`src/shared/ashp_pkg.sv`:
```
`default_nettype none
package ashp_pkg;
    localparam int WORD_BITS = 16;
    localparam int CMD_BITS = 4;
    localparam int DATA_BITS = 12;
    localparam int NPIN = 6;
    localparam int PIN_SCLK = 0;
    localparam int PIN_CS = 1;
    localparam int PIN_FS = 2;
    localparam int PIN_SDI = 3;
    localparam int PIN_SS = 4;
    localparam int PIN_PD = 5;
    localparam logic [NPIN-1:0] PIN_RST = 6'h36;
    localparam logic [3:0] CMD_RD_CFG = 4'h9;
    localparam logic [3:0] CMD_WR_CFG = 4'ha;
    localparam logic [11:0] CFG_RST = 12'h000;
    localparam int CFG_INT_BIT = 0;
    localparam int CFG_MODE_LSB = 1;
    localparam logic [1:0] MODE_EOC = 2'h0;
    localparam logic [4:0] CNT_CMD = 5'h03;
    localparam logic [4:0] CNT_LAST = 5'h0f;
    localparam logic [3:0] IDX_TOP = 4'he;
    localparam logic [3:0] ZERO_TAIL = 4'h0;

    typedef enum logic [1:0] {ASHP_IDLE, ASHP_WAIT_FS, ASHP_RUN} ashp_frm_e;

    typedef struct packed {
        logic valid;
        logic [CMD_BITS-1:0] code;
    } ashp_cmd_s;

    typedef struct packed {
        logic valid;
        logic [DATA_BITS-1:0] data;
    } ashp_cfg_wr_s;
endpackage
`default_nettype wire

```
`src/design/ashp_port.sv`:
```
// What this block does
// EOC output low from sampling end to done
// EOC behaviour only in conversion mode 00
// Interrupt mode: falling edge marks data ready
// Interrupt cleared by select fall or frame-start rise
// Interrupt fall tri-states serial output
// Frame-start low at select fall: input disabled
// Frame-start fall resets counter, enables input
// Input disabled at 16 edges or select rise
// Output tri-stated after sixteenth bit
// Power down while pin low; restart on activity
// Serial clock shifts input and clocks conversion
// MSB first; first four bits form command
// Host sends twelve data bits for writes
// No frame sync: sample on rising edges
// Frame sync: sample on falling edges
// Output high impedance until first bit driven
// No frame sync: output updates on rising edges
// Frame sync: first bit after frame-start low
// Result twelve bits then four zeros
// Config read: contents in last twelve bits
// Host pads unused trailing bits with zeros
// Select fall resets counter, enables both directions
// Sample-start rise begins a conversion
// Config bit picks EOC or interrupt function
`timescale 1ns/10ps
`default_nettype none
module ashp_port
    import ashp_pkg::*;
(
    input wire logic clk_i,
    input wire logic rst_i,
    input wire logic sclk_i,
    input wire logic cs_n_i,
    input wire logic fs_i,
    input wire logic sdi_i,
    input wire logic sample_start_n_i,
    input wire logic power_down_pin_n_i,
    input wire logic [ashp_pkg::DATA_BITS-1:0] result_i,
    input wire logic sample_end_i,
    input wire logic conv_done_i,
    output logic sdo_o,
    output logic sdo_oe_n_o,
    output logic eoc_int_n_o,
    output ashp_pkg::ashp_cmd_s cmd_o,
    output ashp_pkg::ashp_cfg_wr_s cfg_wr_o,
    output logic [ashp_pkg::DATA_BITS-1:0] config_o,
    output logic conv_clk_en_o,
    output logic conv_start_o,
    output logic power_down_o
);
    import ashp_pkg::*;

    logic [NPIN-1:0] s1_ff;
    logic [NPIN-1:0] s2_ff;
    logic [NPIN-1:0] s3_ff;
    logic [NPIN-1:0] lvl_ff;
    logic [NPIN-1:0] nxt_lvl;
    logic [NPIN-1:0] rise_w;
    logic [NPIN-1:0] fall_w;
    wire logic [NPIN-1:0] pin_w = {power_down_pin_n_i, sample_start_n_i,
        sdi_i, fs_i, cs_n_i, sclk_i};

    // A change only counts once stages two and three agree
    genvar g;
    generate
        for (g = 0; g < NPIN; g++)
        begin : g_pin
            assign nxt_lvl[g] = (s2_ff[g] == s3_ff[g]) ? s3_ff[g] : lvl_ff[g];
            assign rise_w[g] = nxt_lvl[g] & ~lvl_ff[g];
            assign fall_w[g] = ~nxt_lvl[g] & lvl_ff[g];
        end
    endgenerate

    always_ff @(posedge clk_i)
    begin
        if (rst_i)
        begin
            s1_ff <= PIN_RST;
            s2_ff <= PIN_RST;
            s3_ff <= PIN_RST;
            lvl_ff <= PIN_RST;
        end
        else
        begin
            s1_ff <= pin_w;
            s2_ff <= s1_ff;
            s3_ff <= s2_ff;
            lvl_ff <= nxt_lvl;
        end
    end

    ashp_frm_e st_ff;
    logic fsm_ff;
    logic rxen_ff;
    logic [4:0] rxcnt_ff;
    logic [WORD_BITS-1:0] rxsh_ff;
    logic [4:0] txcnt_ff;
    logic [WORD_BITS-1:0] word_ff;
    logic sdo_ff;
    logic oe_n_ff;
    logic pin_ff;
    logic [DATA_BITS-1:0] cfg_ff;
    ashp_cmd_s cmd_ff;
    ashp_cfg_wr_s cfgw_ff;
    logic cclk_ff;
    logic sample_start_n_ff;
    logic pd_ff;

    wire logic sclk_r = rise_w[PIN_SCLK];
    wire logic sclk_f = fall_w[PIN_SCLK];
    wire logic cs_f = fall_w[PIN_CS];
    wire logic cs_r = rise_w[PIN_CS];
    wire logic fs_f = fall_w[PIN_FS];
    wire logic fs_r = rise_w[PIN_FS];
    wire logic sdi_v = nxt_lvl[PIN_SDI];
    wire logic int_mode = cfg_ff[CFG_INT_BIT];
    wire logic [1:0] conv_mode = cfg_ff[CFG_MODE_LSB+1:CFG_MODE_LSB];

    // Frame starts: select fall with frame-start high, or frame-start fall
    wire logic fs_low_at_cs = cs_f & ~nxt_lvl[PIN_FS];
    wire logic spi_start = cs_f & nxt_lvl[PIN_FS];
    wire logic dsp_start = fs_f & (st_ff != ASHP_IDLE) & ~cs_f;
    wire logic start_w = spi_start | dsp_start;
    wire logic run_w = (st_ff == ASHP_RUN) & ~cs_r;
    wire logic edge_w = fsm_ff ? sclk_f : sclk_r;
    wire logic shift_w = run_w & rxen_ff & edge_w & ~start_w;
    wire logic upd_w = run_w & ~oe_n_ff & edge_w & ~start_w;
    wire logic cmd_now = shift_w & (rxcnt_ff == CNT_CMD);
    wire logic last_now = shift_w & (rxcnt_ff == CNT_LAST);
    wire logic [3:0] code_w = {rxsh_ff[2:0], sdi_v};
    wire logic rd_cfg_now = cmd_now & (code_w == CMD_RD_CFG);
    wire logic wr_cfg_now = last_now & (cmd_ff.code == CMD_WR_CFG);
    // Config contents take the last twelve positions of the word
    wire logic [WORD_BITS-1:0] wsel = rd_cfg_now ?
        {word_ff[WORD_BITS-1:DATA_BITS], cfg_ff} : word_ff;
    wire logic [3:0] bit_idx = IDX_TOP - txcnt_ff[3:0];
    wire logic int_fall = int_mode & conv_done_i & pin_ff;
    wire logic int_clr = cs_f | fs_r;

    always_ff @(posedge clk_i)
    begin
        if (rst_i)
        begin
            st_ff <= ASHP_IDLE;
            fsm_ff <= 1'b0;
        end
        else if (cs_r)
        begin
            st_ff <= ASHP_IDLE;
        end
        else if (fs_low_at_cs)
        begin
            st_ff <= ASHP_WAIT_FS;
            fsm_ff <= 1'b1;
        end
        else if (start_w)
        begin
            st_ff <= ASHP_RUN;
            fsm_ff <= dsp_start;
        end
    end

    // Receive side; host pads unused bits with zeros
    always_ff @(posedge clk_i)
    begin
        if (rst_i)
        begin
            rxen_ff <= 1'b0;
            rxcnt_ff <= 5'h00;
            rxsh_ff <= '0;
        end
        else if (cs_r | fs_low_at_cs)
        begin
            rxen_ff <= 1'b0;
        end
        else if (start_w)
        begin
            rxen_ff <= 1'b1;
            rxcnt_ff <= 5'h00;
        end
        else if (shift_w)
        begin
            rxsh_ff <= {rxsh_ff[WORD_BITS-2:0], sdi_v};
            rxcnt_ff <= rxcnt_ff + 5'h01;
            if (rxcnt_ff == CNT_LAST)
            begin
                rxen_ff <= 1'b0;
            end
        end
    end

    // Transmit side; the interrupt fall overrides any frame activity
    always_ff @(posedge clk_i)
    begin
        if (rst_i)
        begin
            oe_n_ff <= 1'b1;
            sdo_ff <= 1'b0;
            txcnt_ff <= 5'h00;
            word_ff <= '0;
        end
        else if (int_fall | cs_r | fs_low_at_cs)
        begin
            oe_n_ff <= 1'b1;
        end
        else if (spi_start | (dsp_start & st_ff == ASHP_WAIT_FS))
        begin
            word_ff <= {result_i, ZERO_TAIL};
            sdo_ff <= result_i[DATA_BITS-1];
            oe_n_ff <= 1'b0;
            txcnt_ff <= 5'h00;
        end
        else if (upd_w)
        begin
            word_ff <= wsel;
            txcnt_ff <= txcnt_ff + 5'h01;
            if (txcnt_ff == CNT_LAST)
            begin
                oe_n_ff <= 1'b1;
            end
            else
            begin
                sdo_ff <= wsel[bit_idx];
            end
        end
    end

    // Command decode and config writes
    always_ff @(posedge clk_i)
    begin
        if (rst_i)
        begin
            cmd_ff <= '0;
            cfgw_ff <= '0;
            cfg_ff <= CFG_RST;
        end
        else
        begin
            cmd_ff.valid <= cmd_now;
            if (cmd_now)
            begin
                cmd_ff.code <= code_w;
            end
            cfgw_ff.valid <= wr_cfg_now;
            if (wr_cfg_now)
            begin
                cfgw_ff.data <= {rxsh_ff[DATA_BITS-2:0], sdi_v};
                cfg_ff <= {rxsh_ff[DATA_BITS-2:0], sdi_v};
            end
        end
    end

    // Shared status pin; in interrupt mode a new event beats a clear
    always_ff @(posedge clk_i)
    begin
        if (rst_i)
        begin
            pin_ff <= 1'b1;
        end
        else if (int_mode)
        begin
            if (conv_done_i)
            begin
                pin_ff <= 1'b0;
            end
            else if (int_clr)
            begin
                pin_ff <= 1'b1;
            end
        end
        else if (conv_mode != MODE_EOC)
        begin
            pin_ff <= 1'b1;
        end
        else if (sample_end_i)
        begin
            pin_ff <= 1'b0;
        end
        else if (conv_done_i)
        begin
            pin_ff <= 1'b1;
        end
    end

    // Conversion clock enable, start pulse and power state
    always_ff @(posedge clk_i)
    begin
        if (rst_i)
        begin
            cclk_ff <= 1'b0;
            sample_start_n_ff <= 1'b0;
            pd_ff <= 1'b0;
        end
        else
        begin
            cclk_ff <= sclk_r;
            sample_start_n_ff <= rise_w[PIN_SS];
            if (!lvl_ff[PIN_PD])
            begin
                pd_ff <= 1'b1;
            end
            else if (!lvl_ff[PIN_CS] || !lvl_ff[PIN_SS])
            begin
                pd_ff <= 1'b0;
            end
        end
    end

    assign sdo_o = sdo_ff;
    assign sdo_oe_n_o = oe_n_ff;
    assign eoc_int_n_o = pin_ff;
    assign cmd_o = cmd_ff;
    assign cfg_wr_o = cfgw_ff;
    assign config_o = cfg_ff;
    assign conv_clk_en_o = cclk_ff;
    assign conv_start_o = sample_start_n_ff;
    assign power_down_o = pd_ff;
endmodule
`default_nettype wire

```
`config.mk`:
```
export PLATFORM = sky130hd
export DESIGN_NAME = ashp_port
export DESIGN_NICKNAME = d
export VERILOG_FILES = /design/src/shared/ashp_pkg.sv /design/src/design/ashp_port.sv
export SDC_FILE = /design/constraint.sdc
export NUM_CORES = 1
export LEC_CHECK = 0
export BUFFER_PORTS_ARGS = -buffer_cell sky130_fd_sc_hd__buf_2
export CORE_UTILIZATION = 59
export CTS_BUF_LIST = sky130_fd_sc_hd__clkbuf_4 sky130_fd_sc_hd__clkbuf_8
export DETAILED_ROUTE_END_ITERATION = 10
export PLACE_DENSITY = 0.82
export SYNTH_ARGS = -nofsm -noshare
export SYNTH_HDL_FRONTEND = slang
export SYNTH_SLANG_ARGS = --single-unit
```
`constraint.sdc`:
```
create_clock -name clk_i -period 2.7 [get_ports clk_i]
set_input_delay 0.54 -clock clk_i [delete_from_list [all_inputs] [get_ports clk_i]]
set_output_delay 0.54 -clock clk_i [all_outputs]
set_load 0.05 [all_outputs]
```
==> results of run 1 <==
-- power groups by stage --
stage | clock, W | combinational, W | sequential, W
floorplan | 0 | 0.0000343 | 0.00137
global placement | 0 | 0.0000648 | 0.00136
detailed placement | 0 | 0.0000660 | 0.00136
CTS | 0.000905 | 0.0000663 | 0.00133
global route | 0.000963 | 0.0000731 | 0.00133
finish | 0.000888 | 0.0000656 | 0.00133
-- state kept, by name, summed over array words and instances, names as in the netlist, 2 cells and up --
signal,count
s3_ff,6
rxsh_ff,11
cmd_o,5
st_ff,2
word_ff,16
lvl_ff,6
cfg_wr_o,13
s1_ff,6
rxcnt_ff,5
s2_ff,6
txcnt_ff,5
-- critical path: cells and delay by family, from the launching register on --
kind / cells / cell delay [ns]
compound gates: 3 / 0.61
fa+ha+maj: 1 / 0.21
buf+inv: 1 / 0.17
flops: 1 / 0.37
mux: 1 / 0.13
simple gates: 4 / 0.95
-- repair_timing --
action / 4_1_cts / 5_1_grt
hold buffers: 0 / 0
gates resized for setup: 0 / 5
setup endpoints to repair: 0 / 9
-- placed cells by master (no fill, tap or decap), types with 2 or more instances in the layout --
cell type and instances:
a2111oi_0 2, a211oi_2 8, a21o_1 3, a21oi_1 37
a22oi_1 5, a311oi_1 2, a31oi_1 4, and3_1 3
and4bb_2 2, buf_2 57, buf_4 12, clkbuf_8 9
dfxtp_1 88, ha_1 3, inv_1 9, inv_6 2
inv_8 2, mux2i_1 17, mux4_2 2, nand2_1 46
nand3_1 11, nand3b_1 2, nand4_1 5, nor2_1 57
nor2b_1 8, nor3_1 6, nor3b_1 3, o21ai_0 10
o22ai_1 8, or2_2 15, or3_1 4, xor2_1 2
-- area by class of cell --
| cell class | instances | area, sq um |
|---|---|---|
| clock buffer | 9 | 123.9 |
| fill | 497 | 1724 |
| timing repair buffer | 71 | 406.6 |
| inverter | 9 | 33.78 |
| sequential | 89 | 1783 |
| tap | 75 | 93.84 |
| clock inverter | 7 | 72.57 |
| multi-input combinational | 292 | 1823 |
-- final timing paths --
kind	cells after the start	start	endpoint
setup / recovery	10	rxcnt_ff[1]$_SDFFE_PP0P_	sdo_o$_SDFFE_PP0P_
hold reg to reg	1	s1_ff[4]$_SDFF_PP1_	s2_ff[4]$_SDFF_PP1_
setup reg to reg	10	rxcnt_ff[1]$_SDFFE_PP0P_	sdo_o$_SDFFE_PP0P_
hold / removal	2	cs_n_i	s1_ff[1]$_SDFF_PP1_
-- cell usage after synthesis, drive strengths merged, types with 2 or more instances --
master	n	share of area
and4bb	2	0.0066
nor3	7	0.012
mux4	3	0.019
nand3b	2	0.0039
dfxtp	89	0.47
o21bai	2	0.0049
a22oi	5	0.0099
o21ai	11	0.015
a31oi	4	0.0066
inv	9	0.0089
or2	17	0.028
a311oi	2	0.0046
a2111oi	2	0.0046
buf	19	0.034
and2	2	0.0039
nand4	5	0.0082
clkbuf	12	0.012
nor2	57	0.056
ha	4	0.013
maj3	2	0.0056
nand3	11	0.014
o22ai	8	0.013
nor2b	8	0.013
a21oi	38	0.053
nand2	47	0.047
a21o	3	0.0059
xor2	2	0.0046
nor3b	3	0.0059
a211oi	9	0.028
mux2i	17	0.045
and3	3	0.0049
or3	4	0.0066
-- kinds of logic (layout without fill, tap and decap cells) --
kind of cell             count (synthesis)  after routing
flip-flops                              89             89
adder cells (fa/ha/maj)                  6              6
buffers and inverters                   40             96
XOR/XNOR                                 3              3
AO/OA/AOI/OAI                           90             90
multiplexers                            20             20
AND/OR/NAND/NOR                        173            173
-- metrics by stage --
step | hold WS, ns | area [sq um] | cells | setup slack (ns) | power (W)
after floorplan | 0.3895 | 3804 | 421 | 0.2585 | 0.001400
after global placement | 0.3949 | 4126 | 536 | 0.1823 | 0.001427
after detailed placement | 0.3964 | 4126 | 536 | 0.1141 | 0.001429
after CTS | 0.3448 | 4323 | 552 | 0.06969 | 0.002304
after global routing | 0.3504 | 4337 | 552 | 0.04003 | 0.002371
final | 0.3594 | 4337 | 552 | 0.1845 | 0.002286
-- metal layers --
layer	wire, microns	track usage	part of all wire	vias to the layer above
met3	380	0.06264	0.048	11
met1	3600	0.3154	0.45	1458
met5	0	0	0	-
met4	104	0.1158	0.013	0
met2	3857	0.4240	0.49	73
li1	-	-	-	1562
==> results.py, run 1 <==
metrics = {
    "status": {
        "status": "finished, final reports clean",
    },
    "route": {
        "dr.pass1.iters": 4,
        "viasPerCell": 5.623,
        "drt-initial-drc-count": 125,
        "drc_errors": 0,
        "wl_per_cell_microns": 14.39,
        "drt.antenna.violating_nets": 0,
        "wirelength_microns": 7943,
        "vias": 3104,
    },
    "job": {
        "maxCapViolCount": 0,
    },
    "floorplan": {
        "fp.dieH_microns": 82.29,
        "core-area_sq_um": 6061,
        "die_x_microns": 82.29,
        "start_util": 0.6276,
        "num_io_pins": 58,
        "die_area_sq_um": 6772,
        "core.rowCount": 28,
    },
    "yosys": {
        "synth-seq-cells": 89,
        "synthesis.area_sq_um": 3804,
        "synth_cells": 421,
        "synth-simple-area-share": 0.2273,
        "yosysUniqueCellTypes": 58,
        "synthXorXnorAreaFrac": 0.006908,
        "ys_async_sr_fraction": 0,
        "syn_area_per_cell_sq_um": 9.035,
        "synth_edf_count": 0,
        "ys.flop_type": "dfxtp_1",
        "synth.area.mux_share": 0.06349,
        "synth_compound_area_frac": 0.1605,
        "synth_nets": 447,
        "yosysSeqAreaShare": 0.4684,
        "synth_warnings": 0,
        "synth_top_family_by_area": "simple AND/OR/NAND/NOR gates",
        "synth-adder-area-share": 0.01875,
    },
    "clock_network": {
        "clk_latency_ns": 0.36,
        "cts.sinks": 89,
        "cts_setup_buffers": 0,
        "clockBufferDepth": 2,
        "ctsHtreeMaxLevel": 3,
        "cts_tree": "built",
        "clk_pin_slew_worst_paths_ns": 0.10,
        "clock-root-buffer": "clkbuf_8",
        "cts_buffers": 9,
    },
    "timing": {
        "slew_headroom": 0.5302,
        "rsz0062_at_grt": "false",
        "drv_slew": 0,
        "finalHoldViolations": 0,
        "worst_pin_slew_ns": 0.7047,
        "period_needed_ns": 2.515,
        "finalClockSkew_ns": 0.01240,
        "layout_worst_path_cycle_share": 0.9317,
        "fmax_ghz": 0.3975,
        "finalSetupViolCount": 0,
        "fin_tns_setup_ns": 0,
    },
    "hold_path": {
        "min_path_type": "primary input to flop",
    },
    "critical_path": {
        "cp_slowest_cell": "dfxtp_1",
        "crit_chain": "ha_2 > nor4b_4 > nand3_1 > or3_1 > or2_4 > buf_6 > mux2i_1 > a311oi_1 > o211ai_1 > a31oi_1",
        "cp-end-kind": "flop",
        "r2r_slack_ns": 0.18,
        "critPathLaunchType": "flop",
        "path_class": "flop to flop",
        "arrival_ns": 2.81,
        "max_stage_delay_ns": 0.37,
        "critical_path_required_ns": 2.99,
        "crit_fanout": 15,
    },
    "place": {
        "gp_congestion": 0.8683,
        "io_buffer_count": 57,
        "hpwlAfterDp_microns": 5506,
    },
    "power": {
        "clock_power_share": 0.389,
        "power_frac_comb": 0.029,
        "vdd_drop_max_uv": 499.6,
        "power_leakage_nw": 1.840,
        "p_sw_w": 0.0005719,
        "switching_share": 0.2501,
        "p_seq_frac": 0.583,
        "cellPowerDensity_nw_per_um2": 527.2,
        "cell_internal_pwr_w": 0.001714,
    },
    "cells_and_area": {
        "fin_util": 0.7155,
        "drive_gt1_frac": 0.2683,
        "nets": 498,
        "diodes": 0,
        "area_growth_pct": 14.01,
    },
    "grt": {
        "grt_max_degree": 46,
        "grt_pass1_wl_microns": 13030,
        "antenna_found_initial": 0,
        "grt_overflow": 0,
        "grt_usage": 0.2566,
        "grt_pass1_vias": 2902,
    },
}
No activity file was read; power rests on OpenSTA's default activity.
==> run 2: changes to the inputs <==
ABC_AREA = 1   (was not set)
==> run 2 against run 1 <==
  * Sequential power hardly changed
  * Worst hold slack lost 0.0052 ns
  * Design area shrank 0.14%
  * Largest cell class is now flip-flops and latches
  * Synthesized cell count is 19% higher
  * Die area is 1.6% higher
==> results.py, run 2 <==
metrics = {
    "critical_path": {
        "crit_top_cell": "nand3_1",
        "cp-end-kind": "flop",
        "cp_slowest_cell": "dfxtp_1",
        "critical-path-top-delay-family": "simple AND/OR/NAND/NOR gates",
        "critical_path_required_ns": 2.96,
        "path_buf_inv": 0,
        "path_class": "flop to flop",
        "crit_fanout": 14,
        "critPathLaunchType": "flop",
        "crit_chain": "nand3b_2 > nand3_2 > nand2_2 > nor2_8 > nand3_4 > nand2_1 > nand3_1 > nand3_1 > nand3_1 > nand3_1 > nand2_1 > nand2_1 > a21oi_2",
        "max_stage_delay_ns": 0.35,
        "arrival_ns": 2.37,
    },
    "yosys": {
        "synth_edf_count": 0,
        "synth_warnings": 0,
        "ys.flop_type": "dfxtp_1",
        "syn_area_per_cell_sq_um": 7.750,
        "synthesis.area_sq_um": 3867,
        "yosysUniqueCellTypes": 43,
        "synth_most_common_cell": "dfxtp_1",
        "yosys-top-cells-area": "dfxtp_1, nand2_1, a21oi_1, o21ai_0, nand3_1",
        "yosysTopAreaCell": "dfxtp_1",
        "synth_cells": 499,
        "synth_top_area_share": 0.4607,
        "ys_async_sr_fraction": 0,
        "synth-seq-cells": 89,
        "synth_nets": 525,
        "yosysSeqAreaShare": 0.4607,
        "netlist_top_cells_count": "dfxtp_1, nand2_1, a21oi_1, inv_1, o21ai_0",
    },
    "clock_network": {
        "clk_latency_ns": 0.36,
        "clock-root-buffer": "clkbuf_8",
        "clk_pin_slew_worst_paths_ns": 0.09,
        "cts_setup_buffers": 0,
        "cts_resized": 0,
        "cts_buffers": 9,
        "clockBufferDepth": 2,
        "ctsHoldBuffers": 0,
        "ctsHtreeMaxLevel": 3,
        "cts.sinks": 89,
        "cts_tree": "built",
    },
    "cells_and_area": {
        "nets": 568,
        "final_cells": 624,
        "layout_commonest_cell": "dfxtp_1",
        "largest_register": "word_ff",
        "largest_reg_flops": 16,
        "drive_gt1_frac": 0.2102,
        "area_growth_pct": 11.97,
        "diodes": 0,
        "fin_util": 0.6820,
        "layout_common_cells": "dfxtp_1, nand2_1, buf_2, a21oi_1, inv_1",
    },
    "timing": {
        "slew_headroom": 0.7051,
        "period_needed_ns": 2.110,
        "finalClockSkew_ns": 0.009030,
        "fmax_ghz": 0.4738,
        "layout_worst_path_cycle_share": 0.7817,
        "finalHoldViolations": 0,
        "drv_slew": 0,
        "finalWorstSetupSlack_ns": 0.5895,
        "fin_tns_setup_ns": 0,
        "finalSetupViolCount": 0,
        "hold_slack_ns": 0.3542,
        "rsz0062_at_grt": "false",
        "worst_pin_slew_ns": 0.4418,
    },
    "status": {
        "status": "finished, final reports clean",
    },
    "floorplan": {
        "fp.dieH_microns": 82.97,
        "num_io_pins": 58,
        "die_area_sq_um": 6883,
        "core-area_sq_um": 6350,
        "die_x_microns": 82.97,
        "start_util": 0.6091,
        "core.rowCount": 29,
    },
    "route": {
        "drt.antenna.violating_nets": 0,
        "wirelength_microns": 8409,
        "vias": 3441,
        "drt-initial-drc-count": 250,
        "dr.pass1.iters": 5,
        "wl_per_cell_microns": 13.48,
        "viasPerCell": 5.514,
        "drc_errors": 0,
    },
    "job": {
        "maxCapViolCount": 0,
    },
    "grt": {
        "grt_overflow": 0,
        "grt_max_degree": 45,
        "antenna_found_initial": 0,
        "grt_usage": 0.2524,
        "grt_pass1_vias": 3109,
        "grt_pass1_wl_microns": 14060,
    },
    "place": {
        "pre_cts_slack_ns": 0.6209,
        "hpwlAfterDp_microns": 5839,
        "place_inst": 608,
        "io_buffer_count": 57,
        "gp_congestion": 0.8693,
    },
    "power": {
        "vdd_drop_max_uv": 424.8,
        "cellPowerDensity_nw_per_um2": 562.8,
        "power_leakage_nw": 1.908,
    },
    "hold_path": {
        "min_path_type": "primary input to flop",
    },
}
## run 2: cell types whose count changed in the layout (fill, tap and decap cells not counted), sizes merged, moves of 5 or more
| cell | previous run | this run |
|---|---|---|
| inv | 13 | 55 |
| o21ai | 11 | 50 |
| nand2 | 47 | 78 |
| nand3 | 11 | 41 |
| a21oi | 38 | 57 |
| mux2i | 17 | 0 |
| a211oi | 9 | 0 |
| nor2 | 57 | 48 |
| nor2b | 8 | 0 |
| buf | 71 | 64 |
| o22ai | 8 | 1 |
| a22oi | 5 | 0 |
## run 2: metrics by stage
step / instance area (sq um) / total power (W)
final: 4330 / 0.002437
after global routing: 4330 / 0.002512
after global placement: 4104 / 0.001433
after CTS: 4330 / 0.002452
after floorplan: 3867 / 0.001407
after detailed placement: 4104 / 0.001435
## run 2: logic make-up (layout without fill, tap and decap cells)
family | count (synthesis) | in the layout | synth area share
AO/OA/AOI/OAI | 119 | 119 | 0.1676
XOR/XNOR | 3 | 3 | 0.006795
adder cells (fa/ha/maj) | 5 | 5 | 0.01553
buffers and inverters | 86 | 134 | 0.1042
flip-flops | 89 | 89 | 0.4607
AND/OR/NAND/NOR | 197 | 197 | 0.2452
## run 2: metal layers
metal  global-route usage  vias up  wire length (microns)
met5                    0        -                      0
met4               0.1050        0                    177
met3              0.05765       16                    410
met2               0.4083      103                   4052
met1               0.3252     1599                   3768
li1                     -     1723                      -
## run 2: worst paths after layout
kind / cells past startpoint / start / slack [ns] / endpoint
max reg2reg: 13 / s3_ff[1]$_SDFF_PP1_ / 0.59 / sdo_o$_SDFFE_PP0P_
min reg2reg: 2 / s1_ff[0]$_SDFF_PP0_ / 0.41 / s2_ff[0]$_SDFF_PP0_
min: 2 / sample_start_n_i / 0.35 / s1_ff[4]$_SDFF_PP1_
max: 13 / s3_ff[1]$_SDFF_PP1_ / 0.59 / sdo_o$_SDFFE_PP0P_
## run 2: area by class of cell
cell class / count / area [sq um]
Timing Repair Buffer: 64 / 337.8
Inverter: 54 / 205.2
Multi-Input combinational cell: 324 / 1683
Clock inverter: 6 / 88.84
Tap cell: 77 / 96.34
Clock buffer: 10 / 137.6
Fill cell: 540 / 2019
Sequential cell: 89 / 1782
## run 2: where the power goes
| part | leakage [nW] | internal, W | total (W) | switching [W] |
|---|---|---|---|---|
| logic | 1.08 | 0.0000279 | 0.0000719 | 0.0000440 |
| registers | 0.721 | 0.00133 | 0.00133 | 0.00000732 |
| clock network | 0.109 | 0.000548 | 0.00103 | 0.000485 |
| total | 1.91 | 0.00190 | 0.00244 | 0.000536 |
==> run 3: changes to the inputs <==
clock period = 2.2 ns   (was 2.7 ns; I/O delays follow)
==> run 3 against run 2 <==
  * Final cell count rose by 1.3%
  * Sequential power rose by 23%
  * Setup slack got worse by 0.41 ns
  * Non-clock buffer count rose by 7
  * Clock power rose by 32%
  * Core utilization rose by 1.5 points
  * First-iteration DRC count rose by 14%
  * Combinational power rose by 25%
  * Flip-flop and latch count did not move
  * Global-route usage fell by 0.44 points
  * Critical endpoint is now word_ff[10]$_SDFFE_PP0P_
==> results.py, run 3 (same netlist as run 2, synthesis figures left out) <==
metrics = {
    "status": {
        "status": "finished, final reports clean",
    },
    "power": {
        "vdd_drop_max_uv": 520.8,
        "power_w": 0.003084,
        "power_leakage_nw": 1.963,
        "cellPowerDensity_nw_per_um2": 696.7,
    },
    "cells_and_area": {
        "nets": 576,
        "largest_register": "word_ff",
        "diodes": 0,
        "final_cells": 632,
        "layout_common_cells": "dfxtp_1, nand2_1, buf_2, a21oi_1, inv_1",
        "area_growth_pct": 14.46,
        "layout_commonest_cell": "dfxtp_1",
        "largest_reg_flops": 16,
        "fin_util": 0.6971,
        "drive_gt1_frac": 0.2252,
    },
    "place": {
        "place_inst": 611,
        "pre_cts_slack_ns": 0.1733,
        "gp_congestion": 0.9400,
        "hpwlAfterDp_microns": 5767,
        "io_buffer_count": 57,
    },
    "critical_path": {
        "cp_slowest_cell": "dfxtp_1",
        "max_stage_delay_ns": 0.40,
        "arrival_ns": 2.31,
        "r2r_slack_ns": 0.18,
        "critPathLaunchType": "flop",
        "path_class": "flop to flop",
        "critPathLaunch": "s3_ff[1]$_SDFF_PP1_",
        "cp-endpoint": "word_ff[10]$_SDFFE_PP0P_",
        "cp-end-kind": "flop",
        "crit_chain": "nand3b_4 > inv_1 > nand2_1 > nand2_2 > nor4_1 > inv_1 > nor2_4 > nor2_4 > inv_4 > o21ai_0 > a21oi_1",
        "reg2reg_depth": 11,
        "reg2reg_to": "word_ff[10]$_SDFFE_PP0P_",
        "critical_path_required_ns": 2.49,
        "r2r_start": "s3_ff[1]$_SDFF_PP1_",
        "crit_fanout": 18,
    },
    "clock_network": {
        "cts_buffers": 9,
        "cts_tree": "built",
        "cts.sinks": 89,
        "ctsHtreeMaxLevel": 3,
        "clockBufferDepth": 2,
        "clk_pin_slew_worst_paths_ns": 0.09,
        "clock-root-buffer": "clkbuf_8",
        "clk_latency_ns": 0.37,
    },
    "route": {
        "vias": 3472,
        "wl_per_cell_microns": 13.44,
        "drt-initial-drc-count": 285,
        "drc_errors": 0,
        "viasPerCell": 5.494,
        "wirelength_microns": 8493,
        "dr.pass1.iters": 5,
        "drt.antenna.violating_nets": 0,
    },
    "timing": {
        "slew_headroom": 0.6871,
        "finalWorstSetupSlack_ns": 0.1843,
        "layout_worst_path_cycle_share": 0.9162,
        "drv_slew": 0,
        "fmax_ghz": 0.4961,
        "finalSetupViolCount": 0,
        "worst_pin_slew_ns": 0.4689,
        "finalClockSkew_ns": 0.01098,
        "finalHoldViolations": 0,
        "period_needed_ns": 2.016,
    },
    "floorplan": {
        "die_area_sq_um": 6883,
        "core-area_sq_um": 6350,
        "die_x_microns": 82.97,
        "core.rowCount": 29,
        "num_io_pins": 58,
        "fp.dieH_microns": 82.97,
        "start_util": 0.6091,
    },
    "grt": {
        "grt_overflow": 0,
        "antenna_found_initial": 0,
        "grt_pass1_vias": 3058,
        "grt_usage": 0.2480,
        "grt_max_degree": 45,
        "grt_pass1_wl_microns": 13970,
    },
    "hold_path": {
        "min_path_type": "primary input to flop",
    },
    "job": {
        "maxCapViolCount": 0,
    },
}
-- run 3: timing repair --
action                     CTS  global route
setup endpoints to repair    0            10
setup buffers                0             4
hold buffers                 0             0
resized for setup            0             3
-- run 3: worst min path at each step --
stage,startpoint,end,slack (ns),depth (start not counted)
after detailed placement,s1_ff[3]$_SDFF_PP0_,s2_ff[3]$_SDFF_PP0_,0.40,2
after global placement,s1_ff[3]$_SDFF_PP0_,s2_ff[3]$_SDFF_PP0_,0.39,2
after global routing,power_down_pin_n_i,s1_ff[5]$_SDFF_PP1_,0.24,2
after CTS,power_down_pin_n_i,s1_ff[5]$_SDFF_PP1_,0.24,2
after floorplan,s1_ff[0]$_SDFF_PP0_,s2_ff[0]$_SDFF_PP0_,0.39,2
final,power_down_pin_n_i,s1_ff[5]$_SDFF_PP1_,0.25,2
-- run 3: layer usage --
metal,GRT usage,share of wire,vias up
met5,0,0,-
met4,0.08621,0.013,0
met3,0.06163,0.048,9
met2,0.4113,0.50,103
met1,0.3144,0.44,1623
li1,-,-,1737
-- run 3: cell type report --
type / count / area, sq um
Tap cell: 77 / 96.34
Timing Repair Buffer: 71 / 390.4
Sequential cell: 89 / 1784
Clock buffer: 10 / 131.4
Multi-Input combinational cell: 325 / 1703
Inverter: 54 / 205.2
Clock inverter: 6 / 116.4
Fill cell: 524 / 1923
-- run 3: where the power goes --
group          leakage (nW)  switching (W)  total (W)  internal, W
Combinational          1.12      0.0000551  0.0000897    0.0000346
Sequential            0.720     0.00000864    0.00164      0.00163
Clock                 0.124       0.000586    0.00136     0.000773
Total                  1.96       0.000650    0.00308      0.00243
-- run 3: worst max-delay path: cells and delay by family, from the launching register on --
kind	cells	cell delay [ns]
AND/OR/NAND/NOR	6	0.94
buffers and inverters	3	0.34
flip-flops	1	0.40
AO/OA/AOI/OAI	2	0.25
-- run 3: per-stage QoR --
stage / area [sq um] / hold WS, ns / TNS [ns]
after floorplan: 3867 / 0.3883 / 0
after global placement: 4126 / 0.3914 / 0
after detailed placement: 4126 / 0.3988 / 0
after CTS: 4374 / 0.2448 / 0
after global routing: 4427 / 0.2422 / -0.01139
final: 4427 / 0.2501 / 0
